## config.mk

```make
export PLATFORM = sky130hd
export DESIGN_NAME = hsfs_sequencer
export DESIGN_NICKNAME = d
export VERILOG_FILES = /design/src/verilog/hsfs_pkg.sv /design/src/verilog/hsfs_timer_if.sv /design/src/verilog/hsfs_timer.sv /design/src/verilog/hsfs_sequencer.sv
export SDC_FILE = /design/constraint.sdc
export NUM_CORES = 1
export LEC_CHECK = 0
export ABC_CLOCK_PERIOD_IN_PS = 5100
export BUFFER_PORTS_ARGS = -buffer_cell sky130_fd_sc_hd__buf_4
export CAP_MARGIN = 10
export CELL_PAD_IN_SITES_DETAIL_PLACEMENT = 1
export CELL_PAD_IN_SITES_GLOBAL_PLACEMENT = 1
export CORE_MARGIN = 2
export CORE_UTILIZATION = 46
export CTS_BUF_LIST = sky130_fd_sc_hd__clkbuf_2 sky130_fd_sc_hd__clkbuf_4 sky130_fd_sc_hd__clkbuf_8
export DETAILED_ROUTE_END_ITERATION = 12
export PLACE_DENSITY = 0.89
export SLEW_MARGIN = 20
export SYNTH_ARGS = -nofsm -noshare
export SYNTH_HDL_FRONTEND = slang
export SYNTH_SLANG_ARGS = --single-unit
```

## constraint.sdc

```tcl
create_clock -name mclk -period 5.1 [get_ports mclk]
set_input_delay 1.02 -clock mclk [delete_from_list [all_inputs] [get_ports mclk]]
set_output_delay 1.02 -clock mclk [all_outputs]
set_load 0.005 [all_outputs]
```

## src/verilog/hsfs_pkg.sv

```systemverilog
// Behaviour
// - Supply monitor low: both drives off, 10mA.
// - Overcurrent fault: main drive off at 50mA.
// - Severe short: startup 130mA or main 600mA.
// - Device supply lockout: 130mA and 600mA pull-downs.
// - Startup limiter 100us timer expiry latches fault.
// - Startup fault timer idle while limiter disengaged.
// - Breaker filter counts up/down at equal rate.
// - Breaker trip: main off 50mA, latch fault.
// - After trip ramp to floor, 512 cool-off cycles.
// - Cool-off holds fault low, ignores reset request.
// - Main limiter engaged runs 100us fault timer.
// - Fast trip pulls main drive, no latch.
// - Output below 3.7V after power good latches fault.
// - Overcurrent faults after power good start cool-off, block restart; startup fault latches without cool-off.
// - Monitor low over 270us turns drives off.
// - Monitor below 0.6V clears fault, except cool-off.
// - Restart only after rise plus debounce.
// - Undervoltage turn-off releases fault, drops power good.
// - Rising monitor starts 25ms debounce before startup.
// - Monitor low through cool-off clears fault at end.
package hsfs_pkg;
   // Clock figures
   localparam int CLK_MHZ         = 100;               // System clock rate
   localparam int FAULT_US        = 100;               // Limiter fault window
   localparam int UV_FILT_US      = 270;               // Undervoltage filter
   localparam int DEBOUNCE_MS     = 25;                // Rising debounce
   localparam int FAULT_CYC       = FAULT_US * CLK_MHZ;
   localparam int UV_FILT_CYC     = UV_FILT_US * CLK_MHZ;
   localparam int DEBOUNCE_CYC    = DEBOUNCE_MS * 1000 * CLK_MHZ;
   // Breaker integrator levels in counts, and cool-off cycle count
   localparam logic [15:0] CB_TRIP   = 16'h3E80;        // Trip level
   localparam logic [15:0] CB_FLOOR  = 16'h0A28;        // Cool-off floor
   localparam logic [15:0] CB_STEP   = 16'h0001;        // Up/down step
   localparam logic [9:0]  COOL_CYCLES = 10'h200;       // 512 cool-off cycles
   // Pull-down strength selections
   typedef enum logic [2:0] {
      PD_NONE, PD_10MA, PD_50MA, PD_130MA, PD_600MA
   } hsfs_pd_type;
endpackage

```

## src/verilog/hsfs_timer_if.sv

```systemverilog
`timescale 1ns/10ps
// Run/clear and expiry handshake of one fault timer
interface hsfs_timer_if;
   logic run;      // Count while high, clear otherwise
   logic expired;  // Reached terminal count
   modport owner (output run, input expired);
   modport timer (input run, output expired);
endinterface

```

## src/verilog/hsfs_timer.sv

```systemverilog
`timescale 1ns/10ps
// Retriggerable run timer, clears whenever run drops
module hsfs_timer #(
   parameter int LIMIT = 10
) (
   input  wire logic  mclk,
   input  wire logic  rst,
   hsfs_timer_if.timer tif
);
   import hsfs_pkg::*;
   logic [31:0] cnt_ff;    // Elapsed cycles
   logic [31:0] nxt_cnt;   // Next count
   ////////////////////////////////////////////////////////////////////
   // Next count: hold at limit, clear when idle
   always_comb begin
      nxt_cnt = 32'h0;
      if (tif.run) begin
         nxt_cnt = (cnt_ff >= 32'(LIMIT)) ? cnt_ff : cnt_ff + 32'h1;
      end
   end
   // Register
   always_ff @(posedge mclk or posedge rst) begin
      if (rst) begin
         cnt_ff <= 32'h0;
      end else begin
         cnt_ff <= nxt_cnt;
      end
   end
   assign tif.expired = tif.run && (cnt_ff >= 32'(LIMIT));
endmodule

```

## src/verilog/hsfs_sequencer.sv

```systemverilog
`timescale 1ns/10ps
// Hot swap fault and turn-off sequencer
module hsfs_sequencer #(
   parameter int          DEBOUNCE_CYCLES = hsfs_pkg::DEBOUNCE_CYC,
   parameter logic [15:0] CB_STEP_SIZE    = hsfs_pkg::CB_STEP  // Integrator step, at most half the floor
) (
   input  wire logic               mclk,
   input  wire logic               rst,
   input  wire logic               supplyMonitorAboveRise,
   input  wire logic               supplyMonitorBelowFall,
   input  wire logic               supplyMonitorBelowReset,
   input  wire logic               supplyLockout,
   input  wire logic               startupLimiterActive,
   input  wire logic               startupSevereShort,
   input  wire logic               breakerSenseHigh,
   input  wire logic               mainLimiterActive,
   input  wire logic               fastTripLevel,
   input  wire logic               outputLow,
   input  wire logic               rampDone,
   output hsfs_pkg::hsfs_pd_type   startupPullDown,
   output hsfs_pkg::hsfs_pd_type   mainPullDown,
   output logic                    startupSwitchDriveEn,
   output logic                    mainSwitchDriveEn,
   output logic                    faultOutputN,
   output logic                    powerGoodOutput,
   output logic                    coolOffActive
);
   import hsfs_pkg::*;

   ////////////////////////////////////////////////////////////////////
   // State declarations
   typedef enum logic [2:0] {
      ST_OFF, ST_DEBOUNCE, ST_RAMP, ST_GOOD, ST_FLOOR, ST_COOL, ST_LATCHED
   } hsfs_state_type;

   hsfs_state_type state_ff;      // Sequencer state
   hsfs_state_type nxt_state;     // Next state
   logic [15:0]    cbTimer_ff;    // Breaker filter integrator
   logic [15:0]    nxt_cbTimer;   // Next integrator value
   logic           cbUp_ff;       // Cool-off ramp direction
   logic           nxt_cbUp;      // Next direction
   logic [9:0]     coolCnt_ff;    // Completed cool-off cycles
   logic [9:0]     nxt_coolCnt;   // Next cycle count
   logic           fault_ff;      // Latched fault
   logic           nxt_fault;     // Next latched fault
   logic           uvOff_ff;      // Undervoltage turn-off in force
   logic           nxt_uvOff;     // Next undervoltage flag
   hsfs_pd_type    pd1_ff;        // Startup pull-down selection
   hsfs_pd_type    nxt_pd1;       // Next startup selection
   hsfs_pd_type    pd2_ff;        // Main pull-down selection
   hsfs_pd_type    nxt_pd2;       // Next main selection
   logic           debDone;       // Debounce elapsed
   logic           startupFault;  // Startup limiter window elapsed
   logic           mainFault;     // Main limiter window elapsed
   logic           uvFiltered;    // Monitor low beyond filter time

   ////////////////////////////////////////////////////////////////////
   // Timers, all counted on mclk
   hsfs_timer_if debIf ();
   hsfs_timer_if suIf ();
   hsfs_timer_if mlIf ();
   hsfs_timer_if uvIf ();

   assign debIf.run = (state_ff == ST_DEBOUNCE) && supplyMonitorAboveRise;
   assign suIf.run  = (state_ff == ST_RAMP) && startupLimiterActive;
   assign mlIf.run  = (state_ff == ST_GOOD) && mainLimiterActive;
   assign uvIf.run  = supplyMonitorBelowFall && !supplyMonitorBelowReset;
   assign debDone      = debIf.expired;
   assign startupFault = suIf.expired;
   assign mainFault    = mlIf.expired;
   assign uvFiltered   = uvIf.expired;

   hsfs_timer #(.LIMIT(DEBOUNCE_CYCLES)) uDeb (.mclk(mclk), .rst(rst), .tif(debIf));
   hsfs_timer #(.LIMIT(FAULT_CYC))       uSu  (.mclk(mclk), .rst(rst), .tif(suIf));
   hsfs_timer #(.LIMIT(FAULT_CYC))       uMl  (.mclk(mclk), .rst(rst), .tif(mlIf));
   hsfs_timer #(.LIMIT(UV_FILT_CYC))     uUv  (.mclk(mclk), .rst(rst), .tif(uvIf));

   ////////////////////////////////////////////////////////////////////
   // Sequencer next-state logic
   always_comb begin
      nxt_state   = state_ff;
      nxt_cbTimer = cbTimer_ff;
      nxt_cbUp    = cbUp_ff;
      nxt_coolCnt = coolCnt_ff;
      nxt_fault   = fault_ff;
      nxt_uvOff   = uvOff_ff;
      nxt_pd1     = pd1_ff;
      nxt_pd2     = pd2_ff;
      case (state_ff)
         // Drives off, wait for monitor to rise
         ST_OFF: begin
            nxt_uvOff = 1'b0;
            if (supplyMonitorAboveRise && !fault_ff) begin
               nxt_state = ST_DEBOUNCE;
            end
         end
         // Debounce before startup drive charges
         ST_DEBOUNCE: begin
            if (!supplyMonitorAboveRise) begin
               nxt_state = ST_OFF;
            end else if (debDone) begin
               nxt_state = ST_RAMP;
               nxt_pd1   = PD_NONE;
               nxt_pd2   = PD_NONE;
            end
         end
         // Controlled ramp on the startup drive
         ST_RAMP: begin
            if (startupSevereShort) begin
               nxt_pd1 = PD_130MA;
            end else begin
               nxt_pd1 = PD_NONE;
            end
            if (startupFault) begin
               nxt_pd1   = PD_10MA;
               nxt_pd2   = PD_10MA;
               nxt_fault = 1'b1;
               nxt_state = ST_LATCHED;
            end else if (rampDone) begin
               nxt_state = ST_GOOD;
               nxt_pd1   = PD_10MA;
            end
         end
         // Power good: breaker, limiter, fast trip, output-low watch
         ST_GOOD: begin
            if (breakerSenseHigh) begin
               nxt_cbTimer = cbTimer_ff + CB_STEP_SIZE;
            end else if (cbTimer_ff > CB_STEP_SIZE) begin
               nxt_cbTimer = cbTimer_ff - CB_STEP_SIZE;
            end else begin
               nxt_cbTimer = 16'h0;                        // Stop at empty, never wrap
            end
            nxt_pd2 = fastTripLevel ? PD_600MA : PD_NONE;
            if (cbTimer_ff >= CB_TRIP || mainFault || outputLow) begin
               nxt_pd2   = outputLow ? PD_600MA : PD_50MA;
               nxt_fault = 1'b1;
               nxt_state = ST_FLOOR;
            end
         end
         // Ramp breaker timer down to its floor
         ST_FLOOR: begin
            if (cbTimer_ff > CB_FLOOR) begin
               nxt_cbTimer = cbTimer_ff - CB_STEP_SIZE;
            end else begin
               nxt_cbUp    = 1'b1;
               nxt_coolCnt = 10'h0;
               nxt_state   = ST_COOL;
            end
         end
         // Cool-off: 512 up/down cycles, reset request ignored
         ST_COOL: begin
            if (cbUp_ff) begin
               nxt_cbTimer = cbTimer_ff + CB_STEP_SIZE;
               if (cbTimer_ff >= CB_TRIP) begin
                  nxt_cbUp = 1'b0;
               end
            end else begin
               nxt_cbTimer = cbTimer_ff - CB_STEP_SIZE;
               if (cbTimer_ff <= CB_FLOOR) begin
                  nxt_cbUp    = 1'b1;
                  nxt_coolCnt = coolCnt_ff + 10'h1;
               end
            end
            if (nxt_coolCnt == COOL_CYCLES) begin
               nxt_cbTimer = 16'h0;
               nxt_state   = ST_LATCHED;
               if (supplyMonitorBelowReset) begin
                  nxt_fault = 1'b0;
               end
            end
         end
         // Latched off until reset request
         ST_LATCHED: begin
            if (!fault_ff) begin
               nxt_state = ST_OFF;
            end
         end
         default: begin
            nxt_state = ST_OFF;
         end
      endcase
      // Monitor turn-offs apply outside cool-off
      // A fault raised in this very cycle wins over the clear
      if (state_ff != ST_FLOOR && state_ff != ST_COOL && !(nxt_fault && !fault_ff)) begin
         if (supplyMonitorBelowReset) begin
            nxt_fault   = 1'b0;
            nxt_state   = ST_OFF;
            nxt_cbTimer = 16'h0;
            nxt_pd1     = PD_10MA;
            nxt_pd2     = PD_10MA;
         end else if (uvFiltered &&
                      (state_ff == ST_RAMP || state_ff == ST_GOOD)) begin
            nxt_uvOff   = 1'b1;
            nxt_state   = ST_OFF;
            nxt_cbTimer = 16'h0;
            nxt_pd1     = PD_10MA;
            nxt_pd2     = PD_10MA;
         end
      end
      // Lockout overrides everything: to ST_OFF, clears fault, integrator and cool count
      if (supplyLockout) begin
         nxt_state   = ST_OFF;
         nxt_fault   = 1'b0;
         nxt_cbTimer = 16'h0;
         nxt_coolCnt = 10'h0;
         nxt_pd1     = PD_130MA;
         nxt_pd2     = PD_600MA;
      end
   end

   // State registers
   always_ff @(posedge mclk or posedge rst) begin
      if (rst) begin
         state_ff   <= ST_OFF;
         cbTimer_ff <= 16'h0;
         cbUp_ff    <= 1'b1;
         coolCnt_ff <= 10'h0;
         fault_ff   <= 1'b0;
         uvOff_ff   <= 1'b0;
         pd1_ff     <= PD_10MA;
         pd2_ff     <= PD_10MA;
      end else begin
         state_ff   <= nxt_state;
         cbTimer_ff <= nxt_cbTimer;
         cbUp_ff    <= nxt_cbUp;
         coolCnt_ff <= nxt_coolCnt;
         fault_ff   <= nxt_fault;
         uvOff_ff   <= nxt_uvOff;
         pd1_ff     <= nxt_pd1;
         pd2_ff     <= nxt_pd2;
      end
   end

   ////////////////////////////////////////////////////////////////////
   // Outputs
   assign startupPullDown      = pd1_ff;
   assign mainPullDown         = pd2_ff;
   assign startupSwitchDriveEn = (state_ff == ST_RAMP) && (pd1_ff == PD_NONE);
   assign mainSwitchDriveEn    = (state_ff == ST_GOOD) && (pd2_ff == PD_NONE);
   assign faultOutputN         = !fault_ff;
   assign powerGoodOutput      = (state_ff == ST_GOOD);
   assign coolOffActive        = (state_ff == ST_FLOOR) || (state_ff == ST_COOL);
endmodule

```

* After elaboration in Yosys (flattened, before gate mapping) *
Cells that the tools add are included.

operators by class
  add/sub/neg operators = 7
  multipliers = 0
  divide/modulo/power cells = 0
  $lt $le $gt $ge = 8
  equal/unequal tests = 15
  shift operators = 0
  muxes and demuxes = 72
  bitwise logic cells = 0
  reductions and logical operators = 29

operators by type and width
  kind                                                   count
  2-to-1 mux 32 bit                                      8
  2-to-1 mux 16 bit                                      9
  adder 32 x 1 -> 32 bit, second input constant          4
  2-to-1 mux 3 bit                                       31
  >= comparator 32 x 14 -> 1 bit, second input constant  2
  2-to-1 mux 10 bit                                      5
  one-hot mux 16 bit (3 select lines)                    1
  >= comparator 32 x 15 -> 1 bit, second input constant  1
  >= comparator 32 x 22 -> 1 bit, second input constant  1
  one-hot mux 3 bit (7 select lines)                     1
  one-hot mux 10 bit (2 select lines)                    1
  adder 16 x 1 -> 16 bit, second input constant          1
  >= comparator 16 x 14 -> 1 bit, second input constant  1
  > comparator 16 x 1 -> 1 bit, second input constant    1
  > comparator 16 x 12 -> 1 bit, second input constant   1
  <= comparator 16 x 12 -> 1 bit, second input constant  1
  subtractor 16 x 1 -> 16 bit, second input constant     1
  logical AND 1 bit                                      15
  2-to-1 mux 1 bit                                       11
  adder 10 x 1 -> 10 bit, second input constant          1
  equality test 10 bit, second input constant            1
  != test 2 bit, second input constant                   5
  equality test 3 bit, second input constant             3
  logical NOT 3 bit                                      3
  13 further kinds                                       22

word-level totals
  flip-flop bits (word level) = 165
  bits in latches = 0
  memory bits (writable) = 0
  ROM bits = 0
  memories = 0

* Longest topological paths before layout *
Gate-level depths: netlist (run 1).

  depth in word-level cells = 12
  mapped depth = 12
  mapped depth without buffers = 10

* By module *
From an unflattened synthesis (run 1), not the netlist that was laid out.

unflattened totals
  cell total of the unflattened synthesis = 1018
  area total of the unflattened synthesis = 9470.3 µm²

modules (own cells, without submodules)
  module                times used  cells an instance  area each (µm²)  sequential area each (µm²)
  hsfs_sequencer        1           448                3283.1           929.6
  hsfs_timer (uMl ...)  2           129                1492.7           800.8
  hsfs_timer (uDeb)     1           171                1747.9           800.8
  hsfs_timer (uUv)      1           141                1453.9           800.8

* Worst setup path before layout (run 1) *
OpenSTA, ideal clock, no wires.

  path kind = register -> register
  from = register uSu.cnt_ff[4]
  to = register cbTimer_ff[10]
  arrival time = 2.815 ns
  data required time = 4.969 ns
  setup slack = 2.154 ns
  cell stages (with the launch flop) = 11
  path buffers = 1
  cells stage by stage = dfrtp_1 > or4_1 > a41o_1 > a311oi_4 > nor2_4 > a221o_1 > nand2b_1 > buf_4 > o21bai_2 > a2111oi_0 > or3_1

between the ends
  word-level cells in the longest chain between the ends = 9

RTL lines
  item                                line                   source
  from (decl)                         hsfs_timer.sv:11       logic [31:0] cnt_ff;
  from (signal assigned)              hsfs_timer.sv:26       cnt_ff <= nxt_cnt;
  >= comparator 32 x 14 -> 1 bit      hsfs_timer.sv:29       assign tif.expired = tif.run && (cnt_ff >= 32'(LIMIT));
  logical AND 1 bit                   hsfs_timer.sv:29
  2-to-1 mux 1 bit                    hsfs_sequencer.sv:114  if (startupFault) begin
  one-hot mux 1 bit (3 select lines)  hsfs_sequencer.sv:89   case (state_ff)
  logical AND 1 bit                   hsfs_sequencer.sv:184  if (state_ff != ST_FLOOR && state_ff != ST_COOL && !(nxt_fault && !fault_ff)) begin
  logical NOT 1 bit                   hsfs_sequencer.sv:184
  logical AND 1 bit                   hsfs_sequencer.sv:184
  2-to-1 mux 16 bit                   hsfs_sequencer.sv:184
  2-to-1 mux 16 bit                   hsfs_sequencer.sv:201  if (supplyLockout) begin
  named net nxt_cbTimer[10]           hsfs_sequencer.sv:39   logic [15:0] nxt_cbTimer;
  to (signal assigned)                hsfs_sequencer.sv:224  cbTimer_ff <= nxt_cbTimer;
  to (decl)                           hsfs_sequencer.sv:38   logic [15:0] cbTimer_ff;

The timed path passes the listed nets, and every way through them passes these cells.
A chain may end at the register's enable or synchronous reset.

* Final worst setup path (run 1) *
  from = register state_ff[1]
  to = register cbTimer_ff[9]

between the ends
  word-level cells in the longest chain between the ends = 12
  elaborated cells on any way between the ends = 26

RTL lines
  item                                line                                                               source
  from (decl)                         hsfs_sequencer.sv:36                                               hsfs_state_type state_ff;
  from (signal assigned)              hsfs_sequencer.sv:223                                              state_ff <= nxt_state;
  equality test 3 x 2 -> 1 bit        hsfs_sequencer.sv:66, hsfs_sequencer.sv:89, hsfs_sequencer.sv:192
  logical AND 1 bit                   hsfs_sequencer.sv:66                                               assign mlIf.run = (state_ff == ST_GOOD) && mainLimiterActive;
  logical AND 1 bit                   hsfs_timer.sv:29
  logical OR 1 bit (2 in series)      hsfs_sequencer.sv:134                                              if (cbTimer_ff >= CB_TRIP || mainFault || outputLow) begin
  2-to-1 mux 1 bit                    hsfs_sequencer.sv:134
  one-hot mux 1 bit (3 select lines)  hsfs_sequencer.sv:89
  logical AND 1 bit                   hsfs_sequencer.sv:184
  logical NOT 1 bit                   hsfs_sequencer.sv:184
  logical AND 1 bit                   hsfs_sequencer.sv:184
  2-to-1 mux 16 bit (*)               hsfs_sequencer.sv:184
  2-to-1 mux 16 bit (*)               hsfs_sequencer.sv:201
  named net nxt_cbTimer[9]            hsfs_sequencer.sv:39

Mark *: on every way through the listed nets, which the timed path passes. The rest lies on a longest branch.

==> metrics.csv, run 1 <==
metric,value,unit
synth_top_area_share,47.5,%
clkPwrFrac,42.7,%
synthDistinctLibCells,71,
insertedDiodeCount,0,
hold_class,register to register,
final_cell_mix,"dfrtp_1, nor2_1, nand2_1",
gp_congestion,0.843,
root_buffer,clkbuf_8,
synth_seq_area_share,48.4,%
grt_pass1_wl,38800,um
initial_core_util,47.2,%
irDropWorstVdd,159,uV
port_buffers,23,
yosysWarningCount,0,
cts_buffers,17,
p_switching,634,uW
crit_chain,nor2b_1 -> nand2_1 -> inv_1 -> o21ai_0 -> o32a_1 -> o21a_1 -> a31oi_1 -> buf_4 -> a221oi_1 -> a311o_1 -> o41ai_1,
place_ws,1.62,ns
p_leak,4.07,nW
syn_inst,921,
timing.final.crit_share,72.3,%
clock_skew,0.0217,ns
design_area,9340,um^2
areaGrowthSynthToFinish,9.40,%
die_area,19700,um^2
drt_iter0_drc,574,
syn_area,8540,um^2
wl,22900,um
rsz0062_at_grt,false,
p_int,1.80,mW
cts_tree,yes,
die_y,140,um
multi_input_area,4110,um^2
period_minus_slack,3.69,ns
grt_overflow,0,
clk_latency,0.48,ns
status,finished clean,
antenna_found_initial,0,
synth-seq-cells,165,
synth_edf_count,0,
grt_max_degree,166,
crit_slowest_cell,dfrtp_1,
syn_avg_cell_area,9.27,um^2
setup_viol,0,
end_kind,register,
via_per_inst,6.14,
post_cts_buffers,0,
io_pins,24,
layout_commonest_cell,dfrtp_1,
nets,952,
post_dp_cell_area,8890,um^2
path_max_fanout,24,
worstMarginPinSlew,0.918,ns
detail-route-antenna-nets,0,
hold_viol,0,
fillerInstances,2046,
gr-usage-all-layers,24.3,%
yosys.area.top_type,dfrtp_1,
fin_setup_tns,0,ns
fin_ws,1.41,ns
cp_data_arrival_time,4.05,ns
synth_area_leaders,"dfrtp_1, nor2_1, and3_1",
worstSetupPathType,register to register,
drive_above_1_share,8.51,%
core_area,18100,um^2
clkTransAtPathRegs,0.10,ns
final_max_slew_viol_count,0,
p_per_area,260,nW/um^2
async_flop_share,100,%
drc_errors,0,
power_frac_seq,54.2,%
p_sw_share,26.1,%
cts.sinks,165,
rows,49,
syn-num-nets,946,
cts_max_level,4,
relSlewSlack,38.6,%
hpwl,15200,um
required,5.46,ns
critPathLaunchType,register,
finalPower,2.43,mW
wl_per_cell,19.6,um
die_w,140,um
max_stage_delay,0.59,ns
vias,7178,
dr.pass1.iters,5,
cts_hold_buf,0,
clock_path_buffers,2,
p_comb_share,3.2,%
area.sequential,4130,um^2
cap_violations,0,
ys.flop_type,dfrtp_1,
fmax,0.271,GHz
cts_resized,0,
grt_pass1_vias,7531,
==> critical path: cells and delay by family (launching register included) <==
kind | cells | cell delay (ns)
buf+inv | 2 | 0.78
compound gates | 7 | 1.45
simple gates | 2 | 0.74
flops | 1 | 0.59
==> registers in the layout (all words and copies together) (netlist names) <==
signal	cells
mainPullDown	3
fault_ff	1
startupPullDown	3
uMl.cnt_ff	32
uDeb.cnt_ff	32
uUv.cnt_ff	32
uSu.cnt_ff	32
cbUp_ff	1
state_ff	3
cbTimer_ff	16
coolCnt_ff	10
==> cell usage after synthesis (4+ instances only) <==
master,n
dfrtp_1,162
nor2_1,103
nand2_1,80
a21oi_1,56
and3_1,49
o21ai_0,46
clkbuf_1,33
inv_1,32
and2_1,30
nor3_1,27
or3_1,27
xnor2_1,26
xor2_1,26
nand3_1,25
nand4_1,19
nor4_1,19
ha_1,12
o31ai_1,11
buf_2,9
a31oi_1,8
or4_1,7
a211oi_1,6
o211ai_1,6
a221oi_1,5
a22oi_1,5
mux2i_1,5
o21a_1,5
and4_1,4
nor2b_1,4
o21bai_1,4
o22ai_1,4
==> cells by family after synthesis <==
| kind of cell | share of synthesized area [%] |
|---|---|
| simple gates | 24.6 |
| compound gates | 15.6 |
| flops | 48.4 |
| buf+inv | 3.52 |
| xor+xnor | 5.34 |
| fa+ha+maj | 1.76 |
| mux | 0.718 |
==> final timing paths <==
| kind | slack, ns | cells past startpoint | start | endpoint |
|---|---|---|---|---|
| setup / recovery | 1.41 | 11 | state_ff[1]$_DFF_PP0_ | cbTimer_ff[9]$_DFF_PP0_ |
| hold / removal | 0.49 | 1 | uDeb.cnt_ff[27]$_DFFE_PP0N_ | uDeb.cnt_ff[27]$_DFFE_PP0N_ |
| setup reg to reg | 1.41 | 11 | state_ff[1]$_DFF_PP0_ | cbTimer_ff[9]$_DFF_PP0_ |
| hold reg to reg | 0.49 | 1 | uDeb.cnt_ff[27]$_DFFE_PP0N_ | uDeb.cnt_ff[27]$_DFFE_PP0N_ |
| max in group asynchronous | 3.62 | 3 | rst | cbTimer_ff[12]$_DFF_PP0_ |
| min in group asynchronous | 0.76 | 3 | rst | uUv.cnt_ff[16]$_DFFE_PP0P_ |
==> power by group through the flow <==
stage	clock network [mW]	logic, mW	registers [mW]
after floorplan	0	0.0451	1.34
after global placement	0	0.0755	1.34
after detailed placement	0	0.0775	1.34
after CTS	1.06	0.0785	1.32
after global routing	1.11	0.0859	1.32
final	1.04	0.0767	1.32
==> layer usage <==
metal / track usage (%) / vias to the layer above / share of wire [%]
li1: - / 3304 / -
met1: 31.1 / 3664 / 44
met2: 41.7 / 159 / 50
met3: 4.00 / 51 / 3.8
met4: 8.93 / 0 / 2.2
met5: 0 / - / 0
==> per-stage QoR <==
| step | instances | utilization (%) | hold WS (ns) |
|---|---|---|---|
| after detailed placement | 1137 | 49.2 | 0.464 |
| after global routing | 1169 | 51.6 | 0.514 |
| after floorplan | 921 | - | 0.444 |
| after CTS | 1169 | 51.6 | 0.494 |
| final | 1169 | 51.6 | 0.493 |
| after global placement | 1137 | 49.2 | 0.460 |
==> cell type report <==
cell class | count | share of cell area (%)
flip-flops and latches | 165 | 44.3
multi-input cells | 680 | 44.0
well taps | 229 | 3.07
repair buffers | 31 | 2.63
clock buffers | 17 | 2.51
clock inverters | 15 | 2.22
inverters | 32 | 1.33
(Power assumes the default switching activity.)
==> run 2, diff against run 1 <==
Settings changed: ABC_CLOCK_PERIOD_IN_PS 5100 to 3690, CORE_UTILIZATION 46 to 50, PLACE_DENSITY 0.89 to 0.91.
Clock period 5.1 ns to 3.69 ns, I/O delays scaled along.
==> run 2 against run 1 <==
Effect of this change:
- global-route usage is 4.3 points higher
- die area is 7.8% lower
- non-clock buffer count is 22 higher
- combinational power is 51% higher
- sequential share of layout area is 0.87 points lower
- critical endpoint is now cbTimer_ff[8]$_DFF_PP0_
==> metrics.csv, run 2 (synthesized netlist as in run 1, its figures left out) <==
metric,value,unit,change
whs,0.238,ns,-0.255 ns
busiest_layer,met2,,
detail-route-antenna-nets,0,,unchanged
cts_buffers,17,,unchanged
use_met2,48.6,%,+6.9 points
wl_per_cell,21.0,um,+7.2%
die_area,18100,um^2,-7.8%
areaGrowthSynthToFinish,11.6,%,
fmax,0.294,GHz,+8.3%
cts.sinks,165,,unchanged
relSlewSlack,43.2,%,+4.6 points
rsz0062_at_grt,false,,
r2r_start,cbTimer_ff[5]$_DFF_PP0_,,
met3_usage,5.67,%,+1.7 points
die_y,135,um,-4.0%
worstSetupPathType,register to register,,
drc_errors,0,,unchanged
fin_setup_tns,0,ns,unchanged
path_depth,11,,unchanged
met1_usage,36.0,%,+4.9 points
layout_commonest_cell,dfrtp_1,,
path_max_fanout,9,,-63%
status,finished clean,,
fillerInstances,1920,,-6.2%
dr.pass1.iters,5,,unchanged
p_per_area,365,nW/um^2,+40%
die_w,135,um,-4.0%
p_leak,4.19,nW,+3.2%
grt_overflow,0,,unchanged
rows,47,,-4.1%
antenna_found_initial,0,,unchanged
cap_violations,0,,unchanged
r2r_end,cbTimer_ff[8]$_DFF_PP0_,,
finalPower,3.47,mW,+43%
cp_common_cell,buf_4,,
cp_data_arrival_time,3.77,ns,-0.28 ns
worstMarginPinSlew,0.841,ns,-0.0773 ns
drt_iter0_drc,622,,+8.4%
max_stage_delay,0.55,ns,-0.04 ns
period_minus_slack,3.41,ns,-0.282 ns
critPathLaunchType,register,,
via_per_inst,6.25,,+1.7%
nets,974,,+2.3%
rrSetupSlack,0.28,ns,-1.13 ns
final_max_slew_viol_count,0,,unchanged
place_ws,0.306,ns,-1.31 ns
clock_skew,0.0171,ns,-0.00460 ns
grt_pass1_wl,40900,um,+5.5%
io_pins,24,,unchanged
grt_pass1_vias,7762,,+3.1%
port_buffers,23,,unchanged
crit_end,cbTimer_ff[8]$_DFF_PP0_,,
cts_max_level,4,,unchanged
setup_viol,0,,unchanged
crit_buf_inv,2,,unchanged
startpoint,cbTimer_ff[5]$_DFF_PP0_,,
wl,24800,um,+8.4%
required,4.05,ns,-1.41 ns
cts_tree,yes,,
crit_family,compound AO/OA/AOI/OAI gates,,
fin_ws,0.284,ns,-1.13 ns
hpwl,16200,um,+6.7%
hold_viol,0,,unchanged
end_kind,register,,
finalNonFillerCells,1182,,+1.1%
hold_class,input port to asynchronous set/reset pin,,
core_area,16600,um^2,-8.0%
gp_congestion,0.885,,+5.0%
cts_hold_buf,0,,unchanged
clk_latency,0.49,ns,about the same
crit_slowest_cell,dfrtp_1,,
initial_core_util,51.3,%,+4.1 points
timing.final.crit_share,92.3,%,+20 points
dp_cells,1147,,+0.88%
vias,7383,,+2.9%
clkTransAtPathRegs,0.09,ns,about the same
grt_max_degree,55,,-67%
root_buffer,clkbuf_8,,
rr_worst_depth,11,,unchanged
clock_path_buffers,2,,unchanged
irDropWorstVdd,283,uV,+78%
crit_chain,o21ai_0 -> a31oi_2 -> a211oi_2 -> or4_1 -> o311ai_0 -> o211ai_1 -> buf_4 -> buf_4 -> a21oi_1 -> a21boi_0 -> o31ai_1,,
gr-usage-all-layers,28.6,%,+4.3 points
insertedDiodeCount,0,,unchanged
final_cell_mix,"dfrtp_1, nor2_1, nand2_1",,
drive_above_1_share,10.5,%,+2.0 points
[run 2: cell types whose count changed in the layout (fill, tap and decap cells not counted), sizes merged]
cell	before	now
buf	31	53
clkinv	5	1
bufinv	2	4
clkbuf	17	18
inv	38	39
[run 2: metrics by stage]
| stage | util (%) | area, um^2 |
|---|---|---|
| after floorplan | - | 8540 |
| after global placement | 54.3 | 9030 |
| after detailed placement | 54.3 | 9030 |
| after CTS | 57.0 | 9490 |
| after global routing | 57.2 | 9530 |
| final | 57.2 | 9530 |
[run 2: worst min path at each step]
stage,from,end,slack (ns)
global route,rst,startupPullDown[2]$_DFF_PP0_,0.24
finish,rst,startupPullDown[2]$_DFF_PP0_,0.24
global placement,uDeb.cnt_ff[27]$_DFFE_PP0N_,uDeb.cnt_ff[27]$_DFFE_PP0N_,0.46
detailed placement,uUv.cnt_ff[29]$_DFFE_PP0P_,uUv.cnt_ff[29]$_DFFE_PP0P_,0.47
CTS,supplyLockout,mainPullDown[0]$_DFF_PP1_,0.47
floorplan,uDeb.cnt_ff[22]$_DFFE_PP0N_,uDeb.cnt_ff[22]$_DFFE_PP0N_,0.44
[run 2: layout make-up]
cell class	instances	area (um^2)	area share, %
inverter	32	124	1.30
timing repair buffer	53	435	4.57
tap	220	275	2.89
multi-input combinational	680	4100	43.1
sequential	165	4130	43.4
clock buffer	18	241	2.54
clock inverter	14	214	2.25
[run 2: metal layers]
metal / vias to the layer above / share of wire [%]
li1: 3364 / -
met1: 3735 / 42
met2: 214 / 50
met3: 70 / 4.3
met4: 0 / 3.1
met5: - / 0
[run 2: report_power, final]
| group | total, mW | internal [mW] | switching (mW) |
|---|---|---|---|
| clock network | 1.54 | 0.770 | 0.767 |
| logic | 0.116 | 0.0353 | 0.0806 |
| registers | 1.82 | 1.81 | 0.00824 |
| total | 3.47 | 2.62 | 0.856 |
[run 2: timing repair]
item                       4_1_cts  5_1_grt
resized for setup                0        0
setup endpoints to repair        0        2
setup buffers                    0        2
==> run 3, diff against run 2 <==
Settings changed: CORE_UTILIZATION 50 to 45, PLACE_DENSITY 0.91 to 0.84.
==> run 3 against run 2 <==
Effect of this change:
- largest power group unchanged
- worst hold slack better by 0.20 ns
- sequential power hardly changed
- highest routed layer unchanged
- largest cell class unchanged
- worst setup slack better by 0.096 ns
- total power shrank 7.0%
==> metrics.csv, run 3 (synthesized netlist as in run 1, its figures left out) <==
metric,value,unit,change
status,finished clean,,
nets,967,,-0.72%
end_kind,register,,
path_max_fanout,10,,+1
grt_pass1_wl,37300,um,-8.8%
relSlewSlack,40.7,%,-2.4 points
insertedDiodeCount,0,,unchanged
period_minus_slack,3.31,ns,-0.0956 ns
wl_per_cell,18.6,um,-11%
max_stage_delay,0.57,ns,+0.02 ns
die_w,142,um,+5.3%
via_per_inst,5.89,,-5.8%
clock_path_buffers,2,,unchanged
detail-route-antenna-nets,0,,unchanged
clk_latency,0.47,ns,-0.02 ns
setup_viol,0,,unchanged
fillerInstances,2167,,+13%
clkTransAtPathRegs,0.10,ns,about the same
fmax,0.302,GHz,+2.9%
vias,6998,,-5.2%
die_y,142,um,+5.3%
drc_errors,0,,unchanged
cts_hold_buf,0,,unchanged
grt_pass1_vias,7337,,-5.5%
worstSetupPathType,register to register,,
antenna_found_initial,0,,unchanged
root_buffer,clkbuf_8,,
required,4.04,ns,about the same
clock_skew,0.0178,ns,+0.000765 ns
rrSetupSlack,0.38,ns,+0.10 ns
cts_tree,yes,,
hold_class,input port to asynchronous set/reset pin,,
cts.sinks,165,,unchanged
hold_viol,0,,unchanged
area.sequential,4130,um^2,unchanged
p_leak,4.13,nW,-1.6%
startpoint,uSu.cnt_ff[4]$_DFFE_PP0N_,,
rr_worst_depth,9,,-2
timing.final.crit_share,89.7,%,-2.6 points
final_max_slew_viol_count,0,,unchanged
drive_above_1_share,9.84,%,-0.66 points
crit_chain,or4_1 -> a41o_1 -> a311oi_4 -> nor2_4 -> a221o_1 -> nand2b_1 -> buf_4 -> nor3_1 -> or3_1,,
port_buffers,23,,unchanged
fin_ws,0.379,ns,+0.0956 ns
cp_data_arrival_time,3.66,ns,-0.11 ns
die_area,20100,um^2,+11%
p_per_area,343,nW/um^2,-6.0%
finalPower,3.23,mW,-7.0%
core_area,18600,um^2,+12%
worstMarginPinSlew,0.887,ns,+0.0463 ns
final_cell_mix,"dfrtp_1, nor2_1, nand2_1",,
cts_max_level,4,,unchanged
critPathLaunchType,register,,
r2r_start,uSu.cnt_ff[4]$_DFFE_PP0N_,,
crit_slowest_cell,or4_1,,
hpwl,15100,um,-7.2%
irDropWorstVdd,235,uV,-17%
rsz0062_at_grt,false,,
grt_overflow,0,,unchanged
rows,50,,+6.4%
r2r_end,cbTimer_ff[10]$_DFF_PP0_,,
areaGrowthSynthToFinish,10.4,%,
layout_commonest_cell,dfrtp_1,,
wl,22100,um,-11%
io_pins,24,,unchanged
gr-usage-all-layers,23.1,%,-5.4 points
grt_max_degree,69,,+25%
gp_congestion,0.870,,-1.8%
place_ws,0.324,ns,+0.0176 ns
cts_buffers,17,,unchanged
crit_end,cbTimer_ff[10]$_DFF_PP0_,,
whs,0.441,ns,+0.203 ns
drt_iter0_drc,437,,-30%
multi_input_area,4110,um^2,+0.18%
fin_setup_tns,0,ns,unchanged
dr.pass1.iters,4,,-1
cap_violations,0,,unchanged
initial_core_util,45.8,%,-5.5 points
run 3: per-stage QoR:
stage                     instances  cell area, um^2  util [%]
after floorplan                 921             8540         -
after global placement         1156             9010      48.4
after detailed placement       1156             9010      48.4
after CTS                      1188             9410      50.5
after global routing           1189             9420      50.5
final                          1189             9420      50.5
run 3: final cells by class:
type	instances	share of cell area (%)
clock buffer	17	2.48
sequential	165	43.9
inverter	32	1.31
tap	234	3.11
clock inverter	15	1.69
timing repair buffer	46	3.93
multi-input combinational	680	43.6
run 3: worst max-delay path: cells and delay by family, from the launching register on:
kind,cells,cell delay [ns]
simple gates,5,1.30
compound gates,3,1.24
buf+inv,1,0.20
flops,1,0.46
run 3: report_power, final:
group	switching, mW	internal, mW
clock network	0.790	0.509
logic	0.0780	0.0319
registers	0.00799	1.81
run 3: per-layer routing:
metal	routed length (um)	track usage (%)
met5	0	0
met3	581	3.75
met2	10900	39.0
met1	10200	30.7
met4	401	7.47
run 3: how the worst min path moves through the flow:
stage,to,cells after the start,slack (ns)
floorplan,uDeb.cnt_ff[22]$_DFFE_PP0N_,1,0.44
global placement,uUv.cnt_ff[30]$_DFFE_PP0P_,1,0.46
detailed placement,uUv.cnt_ff[30]$_DFFE_PP0P_,1,0.46
CTS,uUv.cnt_ff[14]$_DFFE_PP0P_,2,0.44
global route,mainPullDown[0]$_DFF_PP1_,2,0.46
finish,uUv.cnt_ff[18]$_DFFE_PP0P_,2,0.44
run 3: repair_timing:
| item | 4_1_cts | 5_1_grt |
|---|---|---|
| hold endpoints to repair | 0 | 0 |
| setup buffers | 0 | 1 |
| setup endpoints to repair | 0 | 4 |
| gates resized for setup | 0 | 1 |
